<file path="src/design/mscr_defines.vh">
`ifndef MSCR_DEFINES_VH
`define MSCR_DEFINES_VH
// external data space register addresses
`define MSCR_ADDR_PEQ 16'h2000
`define MSCR_ADDR_IRQEN 16'h2002
`define MSCR_ADDR_MISC 16'h2005
// special function register addresses
`define MSCR_SFR_ERASE 8'h94
`define MSCR_SFR_PGADR 8'hb7
`define MSCR_SFR_MEEN 8'hb2
// field positions
`define MSCR_PEQ_LSB 5
`define MSCR_PEQ_MSB 7
`define MSCR_XFR_BIT 0
`define MSCR_RTC_BIT 1
`define MSCR_LOWP_BIT 1
`define MSCR_FIRLEN_BIT 4
`define MSCR_ECKDIS_BIT 5
`define MSCR_PGADR_LSB 1
`define MSCR_PGADR_MSB 7
`define MSCR_MEEN_BIT 1
// reset values
`define MSCR_PEQ_RST 3'h0
`define MSCR_IRQEN_RST 2'h0
`define MSCR_MISC_RST 3'h0
`define MSCR_ERASE_RST 8'h00
`define MSCR_PGADR_RST 7'h00
// erase patterns
`define MSCR_PAT_PAGE 8'h55
`define MSCR_PAT_MASS 8'haa
// filter lengths in filter clock cycles
`define MSCR_FIR_LONG 9'h180
`define MSCR_FIR_SHORT 9'h120
// converter result widths for each filter length
`define MSCR_ADC_LONG 5'h16
`define MSCR_ADC_SHORT 5'h15
`endif

</file>
<file path="src/design/mscr_erase_ctl.v">
`timescale 1ns/1ps
`include "mscr_defines.vh"
// decodes erase-initiate writes into one-cycle erase starts
module mscr_erase_ctl (
	input wire ref_clk_i,
	input wire reset_i,
	input wire sfr_wr_i,
	input wire [7:0] sfr_addr_i,
	input wire [7:0] sfr_wdata_i,
	output reg page_erase_start_o,
	output reg mass_erase_start_o,
	output reg [6:0] erase_page_address_o
);
	reg pg_valid_r;
	reg meen_r;
	wire erase_wr;
	assign erase_wr = sfr_wr_i && (sfr_addr_i == `MSCR_SFR_ERASE);
	always @(posedge ref_clk_i or posedge reset_i) begin
		if (reset_i) begin
			pg_valid_r <= 1'b0;
			meen_r <= 1'b0;
			erase_page_address_o <= `MSCR_PGADR_RST;
			page_erase_start_o <= 1'b0;
			mass_erase_start_o <= 1'b0;
		end else begin
			page_erase_start_o <= 1'b0;
			mass_erase_start_o <= 1'b0;
			if (sfr_wr_i && sfr_addr_i == `MSCR_SFR_PGADR) begin
				erase_page_address_o <= sfr_wdata_i[`MSCR_PGADR_MSB:`MSCR_PGADR_LSB];
				pg_valid_r <= 1'b1;
			end
			if (sfr_wr_i && sfr_addr_i == `MSCR_SFR_MEEN)
				meen_r <= sfr_wdata_i[`MSCR_MEEN_BIT];
			if (erase_wr) begin
				// page address is consumed so each cycle needs a fresh one
				if (sfr_wdata_i == `MSCR_PAT_PAGE && pg_valid_r) begin
					page_erase_start_o <= 1'b1;
					pg_valid_r <= 1'b0;
				end else if (sfr_wdata_i == `MSCR_PAT_MASS && meen_r) begin
					mass_erase_start_o <= 1'b1;
					meen_r <= 1'b0;
				end
				// other values start nothing
			end
		end
	end
endmodule

</file>
<file path="src/design/mscr_regs.v">
`timescale 1ns/1ps
`include "mscr_defines.vh"
module mscr_regs (
	input wire ref_clk_i,
	input wire reset_i,
	input wire xd_wr_i,
	input wire xd_rd_i,
	input wire [15:0] xd_addr_i,
	input wire [7:0] xd_wdata_i,
	output reg [7:0] xd_rdata_o,
	input wire sfr_wr_i,
	input wire [7:0] sfr_addr_i,
	input wire [7:0] sfr_wdata_i,
	input wire transfer_busy_event_i,
	input wire one_second_tick_i,
	input wire core_ext_irq6_enable_i,
	input wire emu_clk_i,
	output wire emu_clk_o,
	output reg [2:0] power_equation_select_o,
	output reg decimation_length_select_o,
	output reg [8:0] filter_cycles_o,
	output reg [4:0] adc_result_bits_o,
	output reg flash_low_power_o,
	output reg debug_clock_disable_o,
	output wire irq6_o,
	output wire page_erase_start_o,
	output wire mass_erase_start_o,
	output wire [6:0] erase_page_address_o
);
	reg [1:0] irq_en_r;
	reg [2:0] peq_nxt;
	reg [1:0] irq_en_nxt;
	reg debug_dis_nxt;
	reg decimation_length_select_nxt;
	reg low_power_nxt;
	reg [8:0] filter_cycles_nxt;
	reg [4:0] adc_bits_nxt;
	wire wr_peq;
	wire wr_irqen;
	wire wr_misc;
	wire rd_peq;
	wire rd_irqen;
	wire rd_misc;
	wire xfr_req;
	wire tick_req;
	// one compare shared by write and read decode
	function addr_hit;
		input strobe;
		input [15:0] addr;
		input [15:0] target;
		begin
			addr_hit = strobe && (addr == target);
		end
	endfunction
	function [8:0] fir_cycles;
		input len;
		begin
			if (len) begin
				fir_cycles = `MSCR_FIR_LONG;
			end else begin
				fir_cycles = `MSCR_FIR_SHORT;
			end
		end
	endfunction
	function [4:0] adc_bits;
		input len;
		begin
			if (len) begin
				adc_bits = `MSCR_ADC_LONG;
			end else begin
				adc_bits = `MSCR_ADC_SHORT;
			end
		end
	endfunction
	function irq_gate;
		input en;
		input ev;
		begin
			irq_gate = en & ev;
		end
	endfunction
	function [7:0] peq_image;
		input [2:0] sel;
		begin
			peq_image = 8'h00;
			peq_image[`MSCR_PEQ_MSB:`MSCR_PEQ_LSB] = sel;
		end
	endfunction
	function [7:0] irqen_image;
		input [1:0] en;
		begin
			irqen_image = 8'h00;
			irqen_image[`MSCR_XFR_BIT] = en[`MSCR_XFR_BIT];
			irqen_image[`MSCR_RTC_BIT] = en[`MSCR_RTC_BIT];
		end
	endfunction
	function [7:0] misc_image;
		input dis;
		input len;
		input lowp;
		begin
			misc_image = 8'h00;
			misc_image[`MSCR_ECKDIS_BIT] = dis;
			misc_image[`MSCR_FIRLEN_BIT] = len;
			misc_image[`MSCR_LOWP_BIT] = lowp;
		end
	endfunction
	assign wr_peq = addr_hit(xd_wr_i, xd_addr_i, `MSCR_ADDR_PEQ);
	assign wr_irqen = addr_hit(xd_wr_i, xd_addr_i, `MSCR_ADDR_IRQEN);
	assign wr_misc = addr_hit(xd_wr_i, xd_addr_i, `MSCR_ADDR_MISC);
	assign rd_peq = addr_hit(xd_rd_i, xd_addr_i, `MSCR_ADDR_PEQ);
	assign rd_irqen = addr_hit(xd_rd_i, xd_addr_i, `MSCR_ADDR_IRQEN);
	assign rd_misc = addr_hit(xd_rd_i, xd_addr_i, `MSCR_ADDR_MISC);
	// next-state: hold unless the owning address is written
	always @* begin
		peq_nxt = power_equation_select_o;
		if (wr_peq) begin
			peq_nxt = xd_wdata_i[`MSCR_PEQ_MSB:`MSCR_PEQ_LSB];
		end
	end
	always @* begin
		irq_en_nxt = irq_en_r;
		if (wr_irqen) begin
			irq_en_nxt[`MSCR_XFR_BIT] = xd_wdata_i[`MSCR_XFR_BIT];
			irq_en_nxt[`MSCR_RTC_BIT] = xd_wdata_i[`MSCR_RTC_BIT];
		end
	end
	// no power-up timer here: the firmware owns the wait before disabling
	always @* begin
		debug_dis_nxt = debug_clock_disable_o;
		decimation_length_select_nxt = decimation_length_select_o;
		low_power_nxt = flash_low_power_o;
		if (wr_misc) begin
			debug_dis_nxt = xd_wdata_i[`MSCR_ECKDIS_BIT];
			decimation_length_select_nxt = xd_wdata_i[`MSCR_FIRLEN_BIT];
			low_power_nxt = xd_wdata_i[`MSCR_LOWP_BIT];
		end
	end
	// derived counts trail the length bit by one cycle
	always @* begin
		filter_cycles_nxt = fir_cycles(decimation_length_select_o);
		adc_bits_nxt = adc_bits(decimation_length_select_o);
	end
	always @(posedge ref_clk_i or posedge reset_i) begin
		if (reset_i) begin
			power_equation_select_o <= `MSCR_PEQ_RST;
		end else begin
			power_equation_select_o <= peq_nxt;
		end
	end
	always @(posedge ref_clk_i or posedge reset_i) begin
		if (reset_i) begin
			irq_en_r <= `MSCR_IRQEN_RST;
		end else begin
			irq_en_r <= irq_en_nxt;
		end
	end
	always @(posedge ref_clk_i or posedge reset_i) begin
		if (reset_i) begin
			{debug_clock_disable_o, decimation_length_select_o, flash_low_power_o} <=
				`MSCR_MISC_RST;
		end else begin
			debug_clock_disable_o <= debug_dis_nxt;
			decimation_length_select_o <= decimation_length_select_nxt;
			flash_low_power_o <= low_power_nxt;
		end
	end
	always @(posedge ref_clk_i or posedge reset_i) begin
		if (reset_i) begin
			filter_cycles_o <= `MSCR_FIR_SHORT;
			adc_result_bits_o <= `MSCR_ADC_SHORT;
		end else begin
			filter_cycles_o <= filter_cycles_nxt;
			adc_result_bits_o <= adc_bits_nxt;
		end
	end
	// plain gate on emulator clock; integration should swap in a glitch-free cell
	assign emu_clk_o = emu_clk_i & ~debug_clock_disable_o;
	// event sources are already on this clock, so no synchroniser
	assign xfr_req = irq_gate(irq_en_r[`MSCR_XFR_BIT], transfer_busy_event_i);
	assign tick_req = irq_gate(irq_en_r[`MSCR_RTC_BIT], one_second_tick_i);
	assign irq6_o = core_ext_irq6_enable_i & (xfr_req | tick_req);
	// unmapped or idle reads return zero
	always @* begin
		xd_rdata_o = 8'h00;
		case ({rd_misc, rd_irqen, rd_peq})
		3'b001: begin
			xd_rdata_o = peq_image(power_equation_select_o);
		end
		3'b010: begin
			xd_rdata_o = irqen_image(irq_en_r);
		end
		3'b100: begin
			xd_rdata_o = misc_image(debug_clock_disable_o, decimation_length_select_o,
				flash_low_power_o);
		end
		default: begin
			xd_rdata_o = 8'h00;
		end
		endcase
	end
	mscr_erase_ctl u_erase (
		.ref_clk_i(ref_clk_i),
		.reset_i(reset_i),
		.sfr_wr_i(sfr_wr_i),
		.sfr_addr_i(sfr_addr_i),
		.sfr_wdata_i(sfr_wdata_i),
		.page_erase_start_o(page_erase_start_o),
		.mass_erase_start_o(mass_erase_start_o),
		.erase_page_address_o(erase_page_address_o)
	);
endmodule

</file>
<file path="config.mk">
export PLATFORM = sky130hd
export DESIGN_NAME = mscr_regs
export DESIGN_NICKNAME = d
export VERILOG_FILES = /design/src/design/mscr_erase_ctl.v /design/src/design/mscr_regs.v
export VERILOG_INCLUDE_DIRS = /design/src /design/src/design
export SDC_FILE = /design/constraint.sdc
export NUM_CORES = 1
export LEC_CHECK = 0
export BUFFER_PORTS_ARGS = -buffer_cell sky130_fd_sc_hd__clkbuf_2
export CORE_MARGIN = 8
export CORE_UTILIZATION = 35
export CTS_CLUSTER_DIAMETER = 150
export DETAILED_ROUTE_END_ITERATION = 10
export GPL_ROUTABILITY_DRIVEN = 1
export GPL_TIMING_DRIVEN = 0
export PLACE_DENSITY = 0.74
export SKIP_LAST_GASP = 1
export SYNTH_ARGS = -nofsm -noshare
export SYNTH_HDL_FRONTEND = slang
export SYNTH_HIERARCHICAL = 1
export SYNTH_SLANG_ARGS = --single-unit
</file>
<file path="constraint.sdc">
create_clock -name ref_clk_i -period 1.45 [get_ports ref_clk_i]
set_clock_uncertainty 0.15 [all_clocks]
set_input_delay 0.2175 -clock ref_clk_i [delete_from_list [all_inputs] [get_ports ref_clk_i]]
set_output_delay 0.2175 -clock ref_clk_i [all_outputs]
set_load 0.02 [all_outputs]
</file>
# --- After elaboration in Yosys (flattened, before gate mapping) ---
# Cells that the tools add are included.
op_classes:
  n_eq_ne: 11
  muxes: 15
  bitwise: 6
  reduce_logical: 11
op_table:
  columns: ["op", "n"]
  rows:
  - ["equality test 16 x 14 -> 1 bit (second input constant)", 3]
  - ["equality test 8 bit (second input constant)", 4]
  - ["one-hot mux 8 bit (3 select lines)", 1]
  - ["two-way mux 1 bit", 12]
  - ["logical AND 1 bit", 11]
  - ["equality test 8 x 7 -> 1 bit (second input constant)", 1]
  - ["two-way mux 8 bit", 1]
  - ["AND 1 bit", 4]
  - ["equality test 3 x 1 -> 1 bit (second input constant)", 1]
  - ["equality test 3 x 2 -> 1 bit (second input constant)", 1]
  - ["equality test 3 bit (second input constant)", 1]
  - ["two-way mux 2 bit", 1]
  - ["inverter 1 bit", 1]
  - ["OR 1 bit", 1]
word_totals:
  reg_bits: 33
  inputBits: 49
  wordCells: 55

# --- Logic depth before layout (Yosys ltp) ---
logic_depth:
  ltp_word: 6
  mapped_depth: 5
  ltp_nobuf: 4

# --- Modules after synthesis ---
# The synthesis kept the hierarchy.
by_module_without_submodules:
  columns: ["module", "instances", "cells_per_inst", "area_per_inst_um2", "seq_area_each_um2"]
  rows:
  - ["mscr_regs", 1, 68, 690.7, 251.5]
  - ["mscr_erase_ctl", 1, 41, 550.5, 275.3]

# --- Least setup slack after synthesis ---
# No wires, ideal clock.
synth_timing:
  path_kind: "input to output"
  start: "input xd_addr_i[9]"
  end: "output xd_rdata_o[4]"
  arrival_time_ns: 1.348
  required_ns: 1.082
  setup_slack_ns: -0.266
  stages: 3
  n_path_buf: 0
  cell_sequence: "nor4_2 -> nand4_1 -> nor4_1"
synth_via:
  elab_chain_cells: 4
  elab_cells_between_ends: 10
  classes_between: "eq/ne (6); mux (1); reduce/logical (3)"
synth_rtl:
  columns: ["item", "line_no", "text"]
  rows:
  - ["start, declared", "mscr_regs.v:8", "input wire [15:0] xd_addr_i,"]
  - ["equality test 16 x 14 -> 1 bit", "mscr_regs.v:52", "addr_hit = strobe && (addr == target);"]
  - ["logical AND 1 bit", "mscr_regs.v:52", null]
  - ["equality test 3 bit, or another cell as far along", null, null]
  - ["one-hot mux 8 bit (3 select lines) (*)", "mscr_regs.v:186", "case ({rd_misc, rd_irqen, rd_peq})"]
  - ["end, declared", "mscr_regs.v:10", "output reg [7:0] xd_rdata_o,"]
# Mark *: on every way between the ends. The rest lies on a longest branch, timed or not.

# --- Final worst setup path ---
layout_timing:
  start: "input xd_addr_i[8]"
  end: "output xd_rdata_o[4]"
# The elaborated chain is that of the path after synthesis.

==> impl_metrics.sql <==
INSERT INTO impl_metrics (metric_group, metric, value, unit) VALUES
('die', 'die-height', '75.55', 'microns'),
('place', 'placement.cell_area', '1763', 'sq um'),
('synthesis', 'synth.cell_area', '1241', 'sq um'),
('sta', 'setup_viol', '13', ''),
('sta', 'max_clock_freq', '0.5769', 'GHz'),
('sta', 'hold_viol', '0', ''),
('power_and_ir_drop', 'power_density', '573.8', 'nW/um^2'),
('min_path', 'timing.hold.worst.class', 'input port to flip-flop', ''),
('cts', 'cts-root-buf', 'sky130_fd_sc_hd__clkbuf_4', ''),
('cts', 'clkSlewWorstSetupHoldPaths', '0.11', 'ns'),
('routing', 'drtIter0Drc', '23', ''),
('synthesis', 'synth.avg_cell_area', '11.39', 'sq um'),
('routing', 'detailedRoute.firstPassIterationCount', '4', ''),
('final_layout', 'net_count_of_the_finished_layout', '256', ''),
('sta', 'period_needed', '1.733', 'ns'),
('synthesis', 'netlist_top_cells_area', 'sky130_fd_sc_hd__dfrtp_1, sky130_fd_sc_hd__buf_4, sky130_fd_sc_hd__mux2_4', ''),
('critical_path', 'timing.critical_path.arrival', '1.37', 'ns'),
('place', 'dp.final_hpwl', '2902', 'microns'),
('final_layout', 'final_core_utilization', '0.6001', ''),
('outcome', 'failed_checks', 'setup timing', ''),
('cts', 'clockBufferDepth', '2', ''),
('cts', 'clkSinkCount', '21', ''),
('die', 'design.die.area', '5708', 'sq um'),
('synthesis', 'synth.top_cell.area_share', '0.4032', ''),
('critical_path', 'timing.critical_path.slowest_stage_cell', 'sky130_fd_sc_hd__nor4_4', ''),
('power_and_ir_drop', 'total_power', '0.001158', 'W'),
('routing', 'routedWlPerCell', '14.81', 'microns'),
('final_layout', 'antennaDiodeCount', '0', ''),
('die', 'chipWidth', '75.55', 'microns'),
('sta', 'maxSlewViolCount', '0', ''),
('global_routing', 'grt_overflow_total', '0', ''),
('final_layout', 'fraction_of_final_layout_cells_with_drive_strength_greater_than_1', '0.6359', ''),
('critical_path', 'crit_fanout', '2', ''),
('global_routing', 'grt.total_usage', '0.1146', ''),
('synthesis', 'yosysSeqAreaShare', '0.4244', ''),
('routing', 'vias', '1167', ''),
('place', 'gp_congestion', '0.7308', ''),
('critical_path', 'crit_path_cell_chain', 'clkbuf_2, nor4_4, nand4_1, buf_4, nor4_4, buf_4', ''),
('critical_path', 'max_stage_delay', '0.27', 'ns'),
('die', 'placement_rows', '21', ''),
('die', 'io_pins', '88', ''),
('final_layout', 'final_design_area_no_fill', '2018', 'sq um'),
('routing', 'avgViaCountPerCell', '4.631', ''),
('power_and_ir_drop', 'vdd.ir_drop.worst', '0.2929', 'mV'),
('synthesis', 'yosysUniqueCellTypes', '35', ''),
('routing', 'detail_route.wirelength', '3731', 'microns'),
('sta', 'post_route_worst_hold_slack', '0.02087', 'ns'),
('sta', 'rsz0062_at_grt', 'yes', ''),
('cts', 'htree_num_levels', '1', ''),
('outcome', 'run_status', 'complete, but fails checks', ''),
('synthesis', 'synthCells', '109', ''),
('cts', 'cts_tree', 'built', ''),
('cts', 'insertion_delay', '0.30', 'ns'),
('synthesis', 'synth.ff_latch_count', '21', ''),
('synthesis', 'synth.largest_area_cell', 'sky130_fd_sc_hd__dfrtp_1', ''),
('global_routing', 'antenna_found_initial', '0', ''),
('synthesis', 'synth_edf_count', '0', ''),
('critical_path', 'timing_worst_setup_path_type', 'input port to output pin', ''),
('flow_run', 'timing.max_cap.violations', '0', ''),
('critical_path', 'crit_buf_inv', '3', ''),
('global_routing', 'grt_first_pass_wirelength', '5244', 'microns'),
('sta', 'finalWorstSetupSlack', '-0.2833', 'ns'),
('power_and_ir_drop', 'total_leakage_power', '1.036', 'nW'),
('sta', 'layout_worst_path_cycle_share', '1.195', ''),
('critical_path', 'timing.critical_path.required', '1.08', 'ns'),
('routing', 'drt_drc_violations_left', '0', ''),
('global_routing', 'grt_pass1_vias', '1239', ''),
('cts', 'numCtsBuffers', '3', ''),
('critical_path', 'critical_path.top_delay_family', 'simple AND/OR/NAND/NOR gates', ''),
('die', 'core_area', '3363', 'sq um'),
('routing', 'antenna_violating_nets_post_route', '0', ''),
('synthesis', 'synth_ff_type', 'sky130_fd_sc_hd__dfrtp_1', ''),
('global_routing', 'grt_max_degree', '12', ''),
('final_layout', 'layout-area-overhead-vs-synth', '62.60', '%'),
('critical_path', 'critical_path.endpoint_type', 'output pin', ''),
('die', 'floorplan.initialDensity', '0.3690', ''),
('place', 'portBuffers', '72', ''),
('synthesis', 'synth_async_sr_flop_share', '1.000', ''),
('synthesis', 'ys_warn_count', '6', ''),
('critical_path', 'cp-start-kind', 'input port', '');
[cell families after synthesis]
kind of cell	after synthesis	share of synthesized area
mux	15	0.1573
other cells	2	0.006051
buf+inv	20	0.1149
simple gates	45	0.2571
compound gates	6	0.04032
flops	21	0.4244
[worst register-to-register path: stages (launching register included)]
cell and delay, ns:
sky130_fd_sc_hd__dfrtp_1 0.36, sky130_fd_sc_hd__nor4bb_2 0.26, sky130_fd_sc_hd__nand3_1 0.13, sky130_fd_sc_hd__o32a_2 0.37
[metrics by stage]
step	TNS (ns)	instances	worst slack (ns)
final	-2.023	252	-0.2833
after global routing	-3.048	252	-0.3891
after CTS	-1.755	249	-0.2666
after detailed placement	-4.020	237	-0.4310
after global placement	-3.718	237	-0.4143
after floorplan	-0.1916	119	-0.06111
[final cells by class]
cell class                 instances  area [sq um]
buffer                            15         120.1
inverter                           4         15.01
tap                               46         57.56
sequential                        21         526.8
multi-input combinational         78         718.2
fill                             295          1345
clock buffer                       4         26.28
timing repair buffer              84         554.3
[state kept, by name, summed over array words and instances (netlist names)]
register,flops
u_erase/meen_r,1
u_erase/erase_page_address_o,7
u_erase/page_erase_start_o,1
irq_en_r,2
filter_cycles_o,2
u_erase/pg_valid_r,1
power_equation_select_o,3
u_erase/mass_erase_start_o,1
flash_low_power_o,1
debug_clock_disable_o,1
decimation_length_select_o,1
[cells in the final DEF (no fill, tap or decap), drive strengths merged]
cell | netlist | final
clkbuf | 0 | 66
buf | 16 | 31
dfrtp | 20 | 20
mux2 | 15 | 15
conb | 2 | 12
nor2 | 7 | 7
nand4 | 6 | 6
dlygate4sd3 | 0 | 6
nor3 | 5 | 5
inv | 4 | 4
nor4 | 4 | 4
and3 | 4 | 4
nor4b | 4 | 4
and4b | 2 | 2
nand3 | 2 | 2
nor2b | 2 | 2
and3b | 2 | 2
nor3b | 2 | 2
nand2 | 1 | 1
a21oi | 1 | 1
a32oi | 1 | 1
a22oi | 1 | 1
dfstp | 1 | 1
and2 | 1 | 1
and2b | 1 | 1
a31o | 1 | 1
a2bb2oi | 1 | 1
nor4bb | 1 | 1
or3b | 1 | 1
o32a | 1 | 1
[per-layer routing]
metal,part of all wire,track usage,vias to the layer above,wire length (microns)
met4,0,0.01919,0,0
met1,0.40,0.1239,532,1502
met2,0.46,0.2090,70,1725
met5,0,0,-,0
met3,0.13,0.04342,0,503
li1,-,-,565,-
[synth_stat cells, drive strengths merged, types with 2 or more instances]
cell / n
and3: 4
and3b: 2
and4b: 2
buf: 16
conb: 2
dfrtp: 20
inv: 4
mux2: 15
nand3: 2
nand4: 6
nor2: 7
nor2b: 2
nor3: 5
nor3b: 2
nor4: 4
nor4b: 4
[worst paths after layout]
check,startpoint,end,slack (ns),cells past startpoint
max reg2reg,u_erase/pg_valid_r,u_erase/pg_valid_r,0.08,3
min in group asynchronous,reset_i,decimation_length_select_o,0.28,3
max,xd_addr_i[8],xd_rdata_o[4],-0.28,6
min reg2reg,decimation_length_select_o,filter_cycles_o[7],0.30,0
max in group asynchronous,reset_i,filter_cycles_o[5],0.56,3
min,xd_wdata_i[5],debug_clock_disable_o,0.02,2
[power by group]
group / total (W) / internal (W) / leakage [nW] / switching, W
clock: 0.000278 / 0.000107 / 0.0150 / 0.000171
combinational: 0.000272 / 0.000138 / 0.737 / 0.000134
sequential: 0.000608 / 0.000600 / 0.284 / 0.00000848
[timing repair]
action / CTS / global route
hold endpoints to repair: 25 / 0
resized for setup: 10 / 32
hold buffers: 6 / 0
endpoints found under the setup margin: 9 / 15
pin swaps: 4 / 5
buffers inserted: 3 / 3
Note: power is estimated with default switching activity, not from simulation.
